===== config.mk =====
export PLATFORM = sky130hd
export DESIGN_NAME = frp_policy
export DESIGN_NICKNAME = d
export VERILOG_FILES = /design/src/frp_policy.v
export VERILOG_INCLUDE_DIRS = /design/src
export SDC_FILE = /design/constraint.sdc
export NUM_CORES = 1
export LEC_CHECK = 0
export BUFFER_PORTS_ARGS = -buffer_cell sky130_fd_sc_hd__clkbuf_2
export CORE_AREA = 2 2 115 89
export CTS_CLUSTER_SIZE = 16
export DETAILED_ROUTE_END_ITERATION = 7
export DIE_AREA = 0 0 117 91
export GPL_ROUTABILITY_DRIVEN = 0
export PLACE_DENSITY = 0.8
export REMOVE_ABC_BUFFERS = 1
export SLEW_MARGIN = 20
export SYNTH_ARGS = -nofsm -noshare
export SYNTH_HDL_FRONTEND = slang
export SYNTH_SLANG_ARGS = --single-unit

===== constraint.sdc =====
create_clock -name i_clk -period 3 [get_ports i_clk]
set_clock_uncertainty 0.2 [all_clocks]
set_input_delay 0.6 -clock i_clk [delete_from_list [all_inputs] [get_ports i_clk]]
set_output_delay 0.6 -clock i_clk [all_outputs]
set_load 0.01 [all_outputs]

===== src/frp_defs.vh =====
// constants for the flash readout protection policy block
// assumes one 25 MHz clock and a synchronous active-high reset
`ifndef FRP_DEFS_VH
`define FRP_DEFS_VH

// ----------------------------------------
// protection levels, ordered for compare
// ----------------------------------------
`define FRP_LVL_0     2'h0
`define FRP_LVL_05    2'h1
`define FRP_LVL_1     2'h2
`define FRP_LVL_2     2'h3
`define FRP_LVL_RST   2'h3

// ----------------------------------------
// target areas
// ----------------------------------------
`define FRP_AREA_MAIN   3'h0
`define FRP_AREA_SYSMEM 3'h1
`define FRP_AREA_OPT    3'h2
`define FRP_AREA_OTP    3'h3
`define FRP_AREA_BKPREG 3'h4
`define FRP_AREA_BKPRAM 3'h5

// ----------------------------------------
// operations and masters
// ----------------------------------------
`define FRP_OP_READ   2'h0
`define FRP_OP_WRITE  2'h1
`define FRP_OP_ERASE  2'h2
`define FRP_MST_USER  2'h0
`define FRP_MST_DEBUG 2'h1
`define FRP_MST_RAMBT 2'h2
`define FRP_MST_BOOTL 2'h3

// ----------------------------------------
// geometry
// ----------------------------------------
`define FRP_PAGES_PER_BANK 32
`define FRP_PAGE_BYTES     8192
`define FRP_PREFETCH_W     128
`define FRP_OTP_BYTES      512

`endif


===== src/frp_policy.v =====
// access policy for a dual-bank flash with readout protection levels
// assumes option byte values and engine status come from logic on i_clk;
// the debugger-present pin is asynchronous and is synchronised here
`timescale 1ns/1ns
`include "frp_defs.vh"

module frp_policy #(
    parameter PAGE_BITS = 5,
    parameter PAGE_LSB  = 13,
    parameter ADDR_W    = 19,
    parameter OTP_IDX_W = 5
) (
    input  wire                   i_clk,
    input  wire                   i_reset,
    // option byte values; level, extension, key, password and swap latched once after reset, write-protect ranges used live
    input  wire [1:0]             i_ob_level,
    input  wire                   i_ob_sec_ext_en,
    input  wire                   i_ob_key_configured,
    input  wire                   i_ob_pwd_required,
    input  wire                   i_ob_swap_bank,
    input  wire [4*PAGE_BITS-1:0] i_wrp_start,
    input  wire [4*PAGE_BITS-1:0] i_wrp_end,
    input  wire [3:0]             i_wrp_en,
    input  wire                   i_debug_pin,
    // access request
    input  wire                   i_req_valid,
    input  wire [2:0]             i_req_area,
    input  wire [1:0]             i_req_op,
    input  wire [1:0]             i_req_master,
    input  wire                   i_req_secure,
    input  wire [ADDR_W-1:0]      i_req_addr,
    output wire                   o_req_ready,
    output reg                    o_resp_valid,
    output reg                    o_resp_error,
    output reg                    o_resp_bank,
    output reg  [PAGE_BITS-1:0]   o_resp_page,
    input  wire [1:0]             i_bank_busy,
    // refusal status
    output reg                    o_refused,
    input  wire                   i_refused_clear,
    // option programming
    input  wire                   i_opt_start,
    input  wire                   i_opt_swap_only,
    input  wire                   i_opt_swap_val,
    input  wire [1:0]             i_opt_level,
    input  wire                   i_auth_ok,
    input  wire                   i_auth_from_debug,
    output reg                    o_opt_done,
    output reg                    o_opt_error,
    output reg                    o_wipe_flash,
    output reg                    o_wipe_backup,
    output reg                    o_wipe_sram,
    input  wire                   i_wipe_done,
    output reg  [1:0]             o_level,
    output reg                    o_sec_ext_en,
    output reg                    o_swap_bank,
    output wire                   o_debug_enable,
    // prefetch and ecc report
    input  wire                   i_prefetch_en,
    output reg                    o_prefetch_en,
    input  wire                   i_ecc_valid,
    input  wire                   i_ecc_single,
    input  wire                   i_ecc_double,
    input  wire [ADDR_W-1:0]      i_ecc_addr,
    input  wire                   i_ecc_clear,
    output reg                    o_ecc_corrected,
    output reg                    o_ecc_double,
    output reg  [ADDR_W-1:0]      o_ecc_fail_addr
);

    // ----------------------------------------
    // state machine
    // ----------------------------------------
    localparam ST_LOAD = 2'h0;
    localparam ST_IDLE = 2'h1;
    localparam ST_WIPE = 2'h2;

    localparam OTP_WORDS = 1 << OTP_IDX_W;

    reg  [1:0]           state;
    reg                  key_cfg;
    reg                  pwd_req;
    reg                  dbg_meta;
    reg                  dbg_sync;
    reg  [OTP_WORDS-1:0] otp_used;
    reg                  deny;
    reg                  opt_bad;
    reg                  opt_wipe;

    wire                 req_bank = i_req_addr[ADDR_W-1];
    wire [PAGE_BITS-1:0] req_page = i_req_addr[PAGE_LSB +: PAGE_BITS];
    // an otp location is a 16-byte unit: 32 of them cover 512 bytes
    wire [OTP_IDX_W-1:0] otp_idx  = i_req_addr[4 +: OTP_IDX_W];
    wire [3:0]           wrp_hit;
    wire                 nonuser;
    wire                 take;

    // ----------------------------------------
    // decode helpers
    // ----------------------------------------
    // write, erase and the spare code all alter the target
    function is_change;
        input [1:0] op;
        begin
            is_change = (op != `FRP_OP_READ);
        end
    endfunction

    // level-1 gate shared by areas that close to foreign masters
    function is_level_one;
        input [1:0] lvl;
        begin
            is_level_one = (lvl == `FRP_LVL_1);
        end
    endfunction

    // ----------------------------------------
    // debugger presence
    // ----------------------------------------
    always @(posedge i_clk) begin
        if (i_reset) begin
            dbg_meta <= 1'b0;
            dbg_sync <= 1'b0;
        end else begin
            dbg_meta <= i_debug_pin;
            dbg_sync <= dbg_meta;
        end
    end

    // a user master with a debugger attached counts as debug; at level 2
    // the debug port is shut, so a stray presence level must not lock out
    // the application running from flash
    assign nonuser = (i_req_master != `FRP_MST_USER)
                     || (dbg_sync && o_debug_enable);
    assign o_debug_enable = (o_level != `FRP_LVL_2);

    // ----------------------------------------
    // write-protect areas, two per bank
    // ----------------------------------------
    genvar g;
    generate
        for (g = 0; g < 4; g = g + 1) begin : g_wrp
            wire [PAGE_BITS-1:0] lo = i_wrp_start[g*PAGE_BITS +: PAGE_BITS];
            wire [PAGE_BITS-1:0] hi = i_wrp_end[g*PAGE_BITS +: PAGE_BITS];
            // areas 0 and 1 guard bank 0, areas 2 and 3 bank 1
            wire                 bank_g = (g >= 2) ? 1'b1 : 1'b0;
            assign wrp_hit[g] = i_wrp_en[g] && (req_bank == bank_g)
                                && (req_page >= lo) && (req_page <= hi);
        end
    endgenerate

    // ----------------------------------------
    // access decision
    // ----------------------------------------
    // main flash access to a busy bank waits; the other bank runs on
    assign o_req_ready = (state == ST_IDLE)
                         && !((i_req_area == `FRP_AREA_MAIN)
                              && i_bank_busy[req_bank]);
    assign take = i_req_valid && o_req_ready;

    always @* begin
        deny = 1'b0;
        // level 2 shuts out every debug, ram boot and bootloader master
        if ((o_level == `FRP_LVL_2) && nonuser)
            deny = 1'b1;
        // with the security extension the sram boot path is closed at level 1
        if ((o_level == `FRP_LVL_1) && o_sec_ext_en
            && (i_req_master == `FRP_MST_RAMBT))
            deny = 1'b1;
        if ((o_level == `FRP_LVL_05) && nonuser && i_req_secure)
            deny = 1'b1;
        case (i_req_area)
            `FRP_AREA_MAIN: begin
                if (is_level_one(o_level) && nonuser
                    && !(o_sec_ext_en && !i_req_secure
                         && (i_req_master != `FRP_MST_RAMBT)))
                    deny = 1'b1;
                if (is_change(i_req_op) && (|wrp_hit))
                    deny = 1'b1;
            end
            `FRP_AREA_SYSMEM: begin
                if (is_change(i_req_op))
                    deny = 1'b1;
            end
            `FRP_AREA_OPT: begin
                if (is_change(i_req_op))
                    deny = 1'b1;
            end
            `FRP_AREA_OTP: begin
                if (i_req_op == `FRP_OP_ERASE)
                    deny = 1'b1;
                if ((i_req_op == `FRP_OP_WRITE) && otp_used[otp_idx])
                    deny = 1'b1;
            end
            `FRP_AREA_BKPREG, `FRP_AREA_BKPRAM: begin
                if (i_req_op == `FRP_OP_ERASE)
                    deny = 1'b1;
                if (is_level_one(o_level) && nonuser)
                    deny = 1'b1;
            end
            default: begin
                deny = 1'b1;
            end
        endcase
        // user masters booted from flash pass every level gate above untouched
        // at level 2, and at level 1 while no debugger is attached; the area rules still apply
    end

    // ----------------------------------------
    // option programming check
    // ----------------------------------------
    always @* begin
        opt_bad  = 1'b0;
        opt_wipe = 1'b0;
        if (!i_opt_swap_only) begin
            if (o_level == `FRP_LVL_2) begin
                // no key means level 2 can never be left
                if (!(key_cfg && (i_opt_level == `FRP_LVL_1)
                      && i_auth_ok && i_auth_from_debug))
                    opt_bad = 1'b1;
            end
            if ((i_opt_level == `FRP_LVL_05) && !o_sec_ext_en)
                opt_bad = 1'b1;
            // raising the level needs no password
            if (is_level_one(o_level) && (i_opt_level < `FRP_LVL_1)
                && pwd_req && !i_auth_ok)
                opt_bad = 1'b1;
            if ((o_level == `FRP_LVL_1) && (i_opt_level == `FRP_LVL_0))
                opt_wipe = 1'b1;
        end
    end

    // ----------------------------------------
    // level, option and access state
    // ----------------------------------------
    always @(posedge i_clk) begin
        if (i_reset) begin
            state         <= ST_LOAD;
            o_level       <= `FRP_LVL_RST;
            o_sec_ext_en  <= 1'b0;
            o_swap_bank   <= 1'b0;
            key_cfg       <= 1'b0;
            pwd_req       <= 1'b0;
            o_opt_done    <= 1'b0;
            o_opt_error   <= 1'b0;
            o_wipe_flash  <= 1'b0;
            o_wipe_backup <= 1'b0;
            o_wipe_sram   <= 1'b0;
            o_resp_valid  <= 1'b0;
            o_resp_error  <= 1'b0;
            o_resp_bank   <= 1'b0;
            o_resp_page   <= {PAGE_BITS{1'b0}};
            o_refused     <= 1'b0;
            otp_used      <= {OTP_WORDS{1'b0}};
        end else begin
            o_opt_done   <= 1'b0;
            o_opt_error  <= 1'b0;
            o_resp_valid <= take;
            o_resp_error <= take && deny;
            if (take) begin
                o_resp_bank <= req_bank;
                o_resp_page <= req_page;
            end
            // a new refusal wins over a clear in the same cycle
            if (take && deny)
                o_refused <= 1'b1;
            else if (i_refused_clear)
                o_refused <= 1'b0;
            // only granted writes burn an otp location
            if (take && !deny && (i_req_area == `FRP_AREA_OTP)
                && (i_req_op == `FRP_OP_WRITE))
                otp_used[otp_idx] <= 1'b1;
            case (state)
                ST_LOAD: begin
                    // values loaded here; level and swap can later change through option programming, the rest held until the next reset
                    o_level      <= i_ob_level;
                    o_sec_ext_en <= i_ob_sec_ext_en;
                    key_cfg      <= i_ob_key_configured;
                    pwd_req      <= i_ob_pwd_required;
                    o_swap_bank  <= i_ob_swap_bank;
                    state        <= ST_IDLE;
                end
                ST_IDLE: begin
                    if (i_opt_start) begin
                        if (opt_bad) begin
                            o_opt_error <= 1'b1;
                        end else if (i_opt_swap_only) begin
                            o_swap_bank <= i_opt_swap_val;
                            o_opt_done  <= 1'b1;
                        end else if (opt_wipe) begin
                            o_wipe_flash  <= 1'b1;
                            o_wipe_backup <= 1'b1;
                            o_wipe_sram   <= 1'b1;
                            state         <= ST_WIPE;
                        end else begin
                            o_level    <= i_opt_level;
                            o_opt_done <= 1'b1;
                        end
                    end
                end
                ST_WIPE: begin
                    // level stays 1 until every wipe has finished
                    if (i_wipe_done) begin
                        o_wipe_flash  <= 1'b0;
                        o_wipe_backup <= 1'b0;
                        o_wipe_sram   <= 1'b0;
                        o_level       <= `FRP_LVL_0;
                        o_opt_done    <= 1'b1;
                        state         <= ST_IDLE;
                    end
                end
                default: begin
                    state <= ST_IDLE;
                end
            endcase
        end
    end

    // ----------------------------------------
    // prefetch enable and ecc report
    // ----------------------------------------
    // correction itself happens in the array read path; this keeps the record
    always @(posedge i_clk) begin
        if (i_reset) begin
            o_prefetch_en   <= 1'b0;
            o_ecc_corrected <= 1'b0;
            o_ecc_double    <= 1'b0;
            o_ecc_fail_addr <= {ADDR_W{1'b0}};
        end else begin
            o_prefetch_en <= i_prefetch_en;
            // only the newest failing address is kept; software that reads
            // late sees an older one overwritten
            if (i_ecc_valid && (i_ecc_single || i_ecc_double))
                o_ecc_fail_addr <= i_ecc_addr;
            if (i_ecc_valid && i_ecc_single)
                o_ecc_corrected <= 1'b1;
            else if (i_ecc_clear)
                o_ecc_corrected <= 1'b0;
            if (i_ecc_valid && i_ecc_double)
                o_ecc_double <= 1'b1;
            else if (i_ecc_clear)
                o_ecc_double <= 1'b0;
        end
    end

endmodule // frp_policy


==> flow_metrics.py <==
metrics = {
    "synthesis": {
        "synth_compound_area_share_pct": 22.5,
        "synth_edf_count": 0,
        "syn_area_um2": 4770,
        "synthSimpleGateAreaFrac_pct": 21.1,
        "avgSynthCellArea_um2": 8.93,
        "synth.area.mux_share_pct": 6.64,
        "synthXorXnorAreaFrac_pct": 0,
        "yosys_register_bits": 76,
        "ys_seq_area_share_pct": 31.9,
        "synthFlopType": "dfxtp_1",
        "yosysTopAreaCellShare_pct": 31.9,
        "synth_warnings": 0,
        "synth_top_family_by_area": "compound AO/OA/AOI/OAI gates",
        "synth_cell_types": 52,
        "yosys.area.top_type": "dfxtp_1",
        "synth_fa_ha_area_share_pct": 11.5,
        "synthArstFlopShare_pct": 0,
        "ys_top_cells_by_area": "dfxtp_1 32%, ha_1 12%, o41ai_2 10%",
        "synth_cells": 534,
    },
    "layout": {
        "final_cell_area_um2": 5940,
        "fin_util_pct": 62.6,
        "n_antenna_cell": 0,
        "nNetsFinal": 831,
        "drive_above_1_share_pct": 32.1,
        "synthToLayoutAreaGrowth_pct": 24.6,
    },
    "global_route": {
        "grt_max_degree": 44,
        "grt_use_total_pct": 24.3,
        "antenna_found_initial": 0,
        "grt_first_pass_wirelength_mm": 20.5,
        "grt_pass1_vias": 4351,
        "overflow": 0,
    },
    "setup_path": {
        "worst_path_max_delay_cell": "o41ai_1",
        "cp-end-kind": "flop",
        "crit_path_max_fanout": 32,
        "crit_type": "in -> reg",
        "start_kind": "input pin",
        "critPathTopFamily": "compound AO/OA/AOI/OAI gates",
        "crit_arrival_ns": 2.49,
        "startpoint": "i_req_addr[4]",
        "worstPathBufferInverterCount": 3,
        "worstPathRequired_ns": 3.03,
        "cpPeakStageDelay_ns": 0.38,
        "regToRegStartpoint": "o_level[1]",
        "crit_chain": "clkbuf_2 > buf_4 > mux2i_1 > o22a_1 > o21ai_2 > a211oi_2 > nand3_2 > buf_12 > o41ai_1",
    },
    "pwr": {
        "p_sw_share_pct": 26.4,
        "ir_drop_uv": 371,
        "seqPwrFrac_pct": 37.9,
        "clkPwrFrac_pct": 44.5,
        "p_comb_share_pct": 17.5,
        "leakage_nw": 2.84,
        "p_switching_w": 0.000744,
        "p_per_area_nw_per_um2": 474,
        "internal_power_w": 0.00207,
    },
    "timing": {
        "worst_slew_pin_slew_ns": 0.788,
        "hold_viol_final": 0,
        "fmax_mhz": 405,
        "slew_headroom_pct": 46.7,
        "whs_ns": 0.242,
        "setup_tns_ns": 0,
        "finalSetupViolations": 0,
        "min_period_ns": 2.47,
        "finalMaxSlewViolations": 0,
        "rsz0062_at_grt": "false",
        "period_share_pct": 82.2,
    },
    "drt": {
        "wire_per_inst_um": 15.3,
        "ant_nets": 0,
        "drt_first_pass_iters": 4,
        "drt_wl_total_mm": 12.4,
        "drt_iter0_markers": 264,
        "drcViolationCount": 0,
        "vias_per_cell": 5.44,
        "via_count": 4393,
    },
    "clock_network": {
        "clk_latency_ns": 0.34,
        "cts.path.max_buffers": 2,
        "cts_buffers": 9,
        "cts.reportedPaths.clkPinSlew_ns": 0.06,
        "cts_hold_buf": 0,
        "htreeDepth": 3,
        "tritoncts": "built",
        "cts_resized": 0,
        "cts_setup_buffers": 0,
        "clkSinkCount": 76,
        "clockRootBuffer": "clkbuf_16",
    },
    "die": {
        "num_rows": 31,
        "initial_core_util_pct": 50.2,
        "coreArea_um2": 9500,
        "die-area_um2": 10600,
        "io_pins": 158,
        "die_w_um": 117,
        "die_h_um": 91,
    },
    "worst_hold_path": {
        "min_from": "dbg_meta",
        "hp-class": "reg -> reg",
    },
    "placement": {
        "post_dp_cell_area_um2": 5600,
        "dpl.hpwl_mm": 9.32,
        "numPortBuffers": 149,
    },
    "outcome": {
        "status": "finished, final reports clean",
    },
    "run": {
        "maxCapViolCount": 0,
    },
}
[final timing paths]
kind                  to  slack (ns)  depth (start not counted)
max          otp_used[0]        0.53                          9
min             dbg_sync        0.24                          1
max reg2reg   o_level[1]        0.61                          6
min reg2reg     dbg_sync        0.24                          1
[worst reg2reg max path: stages (launching register included)]
cell	delay (ns)
dfxtp_1	0.46
nor2b_1	0.33
nor4b_1	0.69
or3b_2	0.24
a21oi_1	0.06
nand2_1	0.14
mux2i_1	0.20
[state kept, by name, indices dropped and copies added (netlist names), 2 cells and up]
| register | count |
|---|---|
| o_ecc_fail_addr | 19 |
| o_level | 2 |
| o_resp_page | 5 |
| otp_used | 32 |
| state | 2 |
[power by group through the flow]
stage          Combinational, W  Sequential, W  Clock, W
2_1_floorplan          0.000248        0.00110         0
3_3_place_gp           0.000469        0.00109         0
3_5_place_dp           0.000489        0.00109         0
4_1_cts                0.000492        0.00107   0.00128
5_1_grt                0.000549        0.00107   0.00133
6_report               0.000494        0.00107   0.00126
[Yosys cell counts (7+ instances only)]
| library cell | instances |
|---|---|
| nor2_1 | 31 |
| nand2b_1 | 44 |
| inv_1 | 39 |
| clkbuf_1 | 21 |
| nor2b_1 | 14 |
| ha_1 | 44 |
| a21oi_1 | 41 |
| o41ai_2 | 30 |
| o22ai_1 | 9 |
| o21ai_0 | 9 |
| dfxtp_1 | 76 |
| nand3_1 | 8 |
| nor3_1 | 7 |
| nand2_1 | 55 |
| mux2i_1 | 26 |
[per-stage QoR]
stage | total power (W) | setup WS, ns | cells
3_3_place_gp | 0.00156 | 0.301 | 792
6_report | 0.00282 | 0.534 | 808
3_5_place_dp | 0.00158 | 0.206 | 792
5_1_grt | 0.00295 | 0.427 | 808
4_1_cts | 0.00284 | 0.551 | 808
2_1_floorplan | 0.00135 | -0.0781 | 503
[cells by family (layout without fill, tap and decap cells)]
| family | count (synthesis) | after routing |
|---|---|---|
| compound gates | 124 | 124 |
| fa+ha+maj | 44 | 44 |
| buf+inv | 70 | 212 |
| flops | 76 | 76 |
| mux | 29 | 29 |
| simple gates | 191 | 191 |
[area by class of cell]
cell class | instances | area [um^2]
fill | 803 | 3560
multi-input combinational | 388 | 2950
sequential | 76 | 1520
clock buffer | 9 | 225
inverter | 39 | 146
clock inverter | 7 | 121
timing repair buffer | 157 | 818
tap | 132 | 165
[per-layer routing]
layer | vias to the layer above | global-route usage [%] | part of all wire (%)
li1 | 2192 | - | -
met1 | 2062 | 31.5 | 45
met2 | 117 | 39.1 | 47
met3 | 22 | 6.81 | 5.6
met4 | 0 | 7.65 | 1.8
met5 | - | 0 | 0
[cell usage in the layout (no fill, tap or decap), types with 2 or more instances in the layout]
| cell | n |
|---|---|
| ha_1 | 44 |
| nand2_1 | 55 |
| nand3_1 | 8 |
| bufinv_16 | 3 |
| o41ai_2 | 30 |
| o21ai_0 | 9 |
| a21o_1 | 2 |
| o22a_1 | 2 |
| o21a_1 | 3 |
| nand4_1 | 5 |
| a22oi_1 | 3 |
| nor3_1 | 7 |
| or3_1 | 2 |
| nand3_2 | 2 |
| nor2b_1 | 14 |
| nor2_1 | 31 |
| o41ai_1 | 2 |
| inv_1 | 39 |
| clkbuf_16 | 9 |
| a311o_1 | 2 |
| a21oi_1 | 41 |
| o22ai_1 | 9 |
| buf_4 | 7 |
| clkbuf_2 | 149 |
| nand2b_1 | 44 |
| mux2i_1 | 26 |
| dfxtp_1 | 76 |
| nor3b_1 | 5 |
| nand3b_1 | 3 |
| o31ai_1 | 4 |
| or2_2 | 3 |
| a311oi_1 | 2 |
| a31oi_1 | 6 |
| and4_1 | 3 |
| nand4b_1 | 3 |
| inv_6 | 2 |
| or3b_2 | 2 |
| mux4_2 | 2 |
Note: power is estimated with default switching activity, not from simulation.
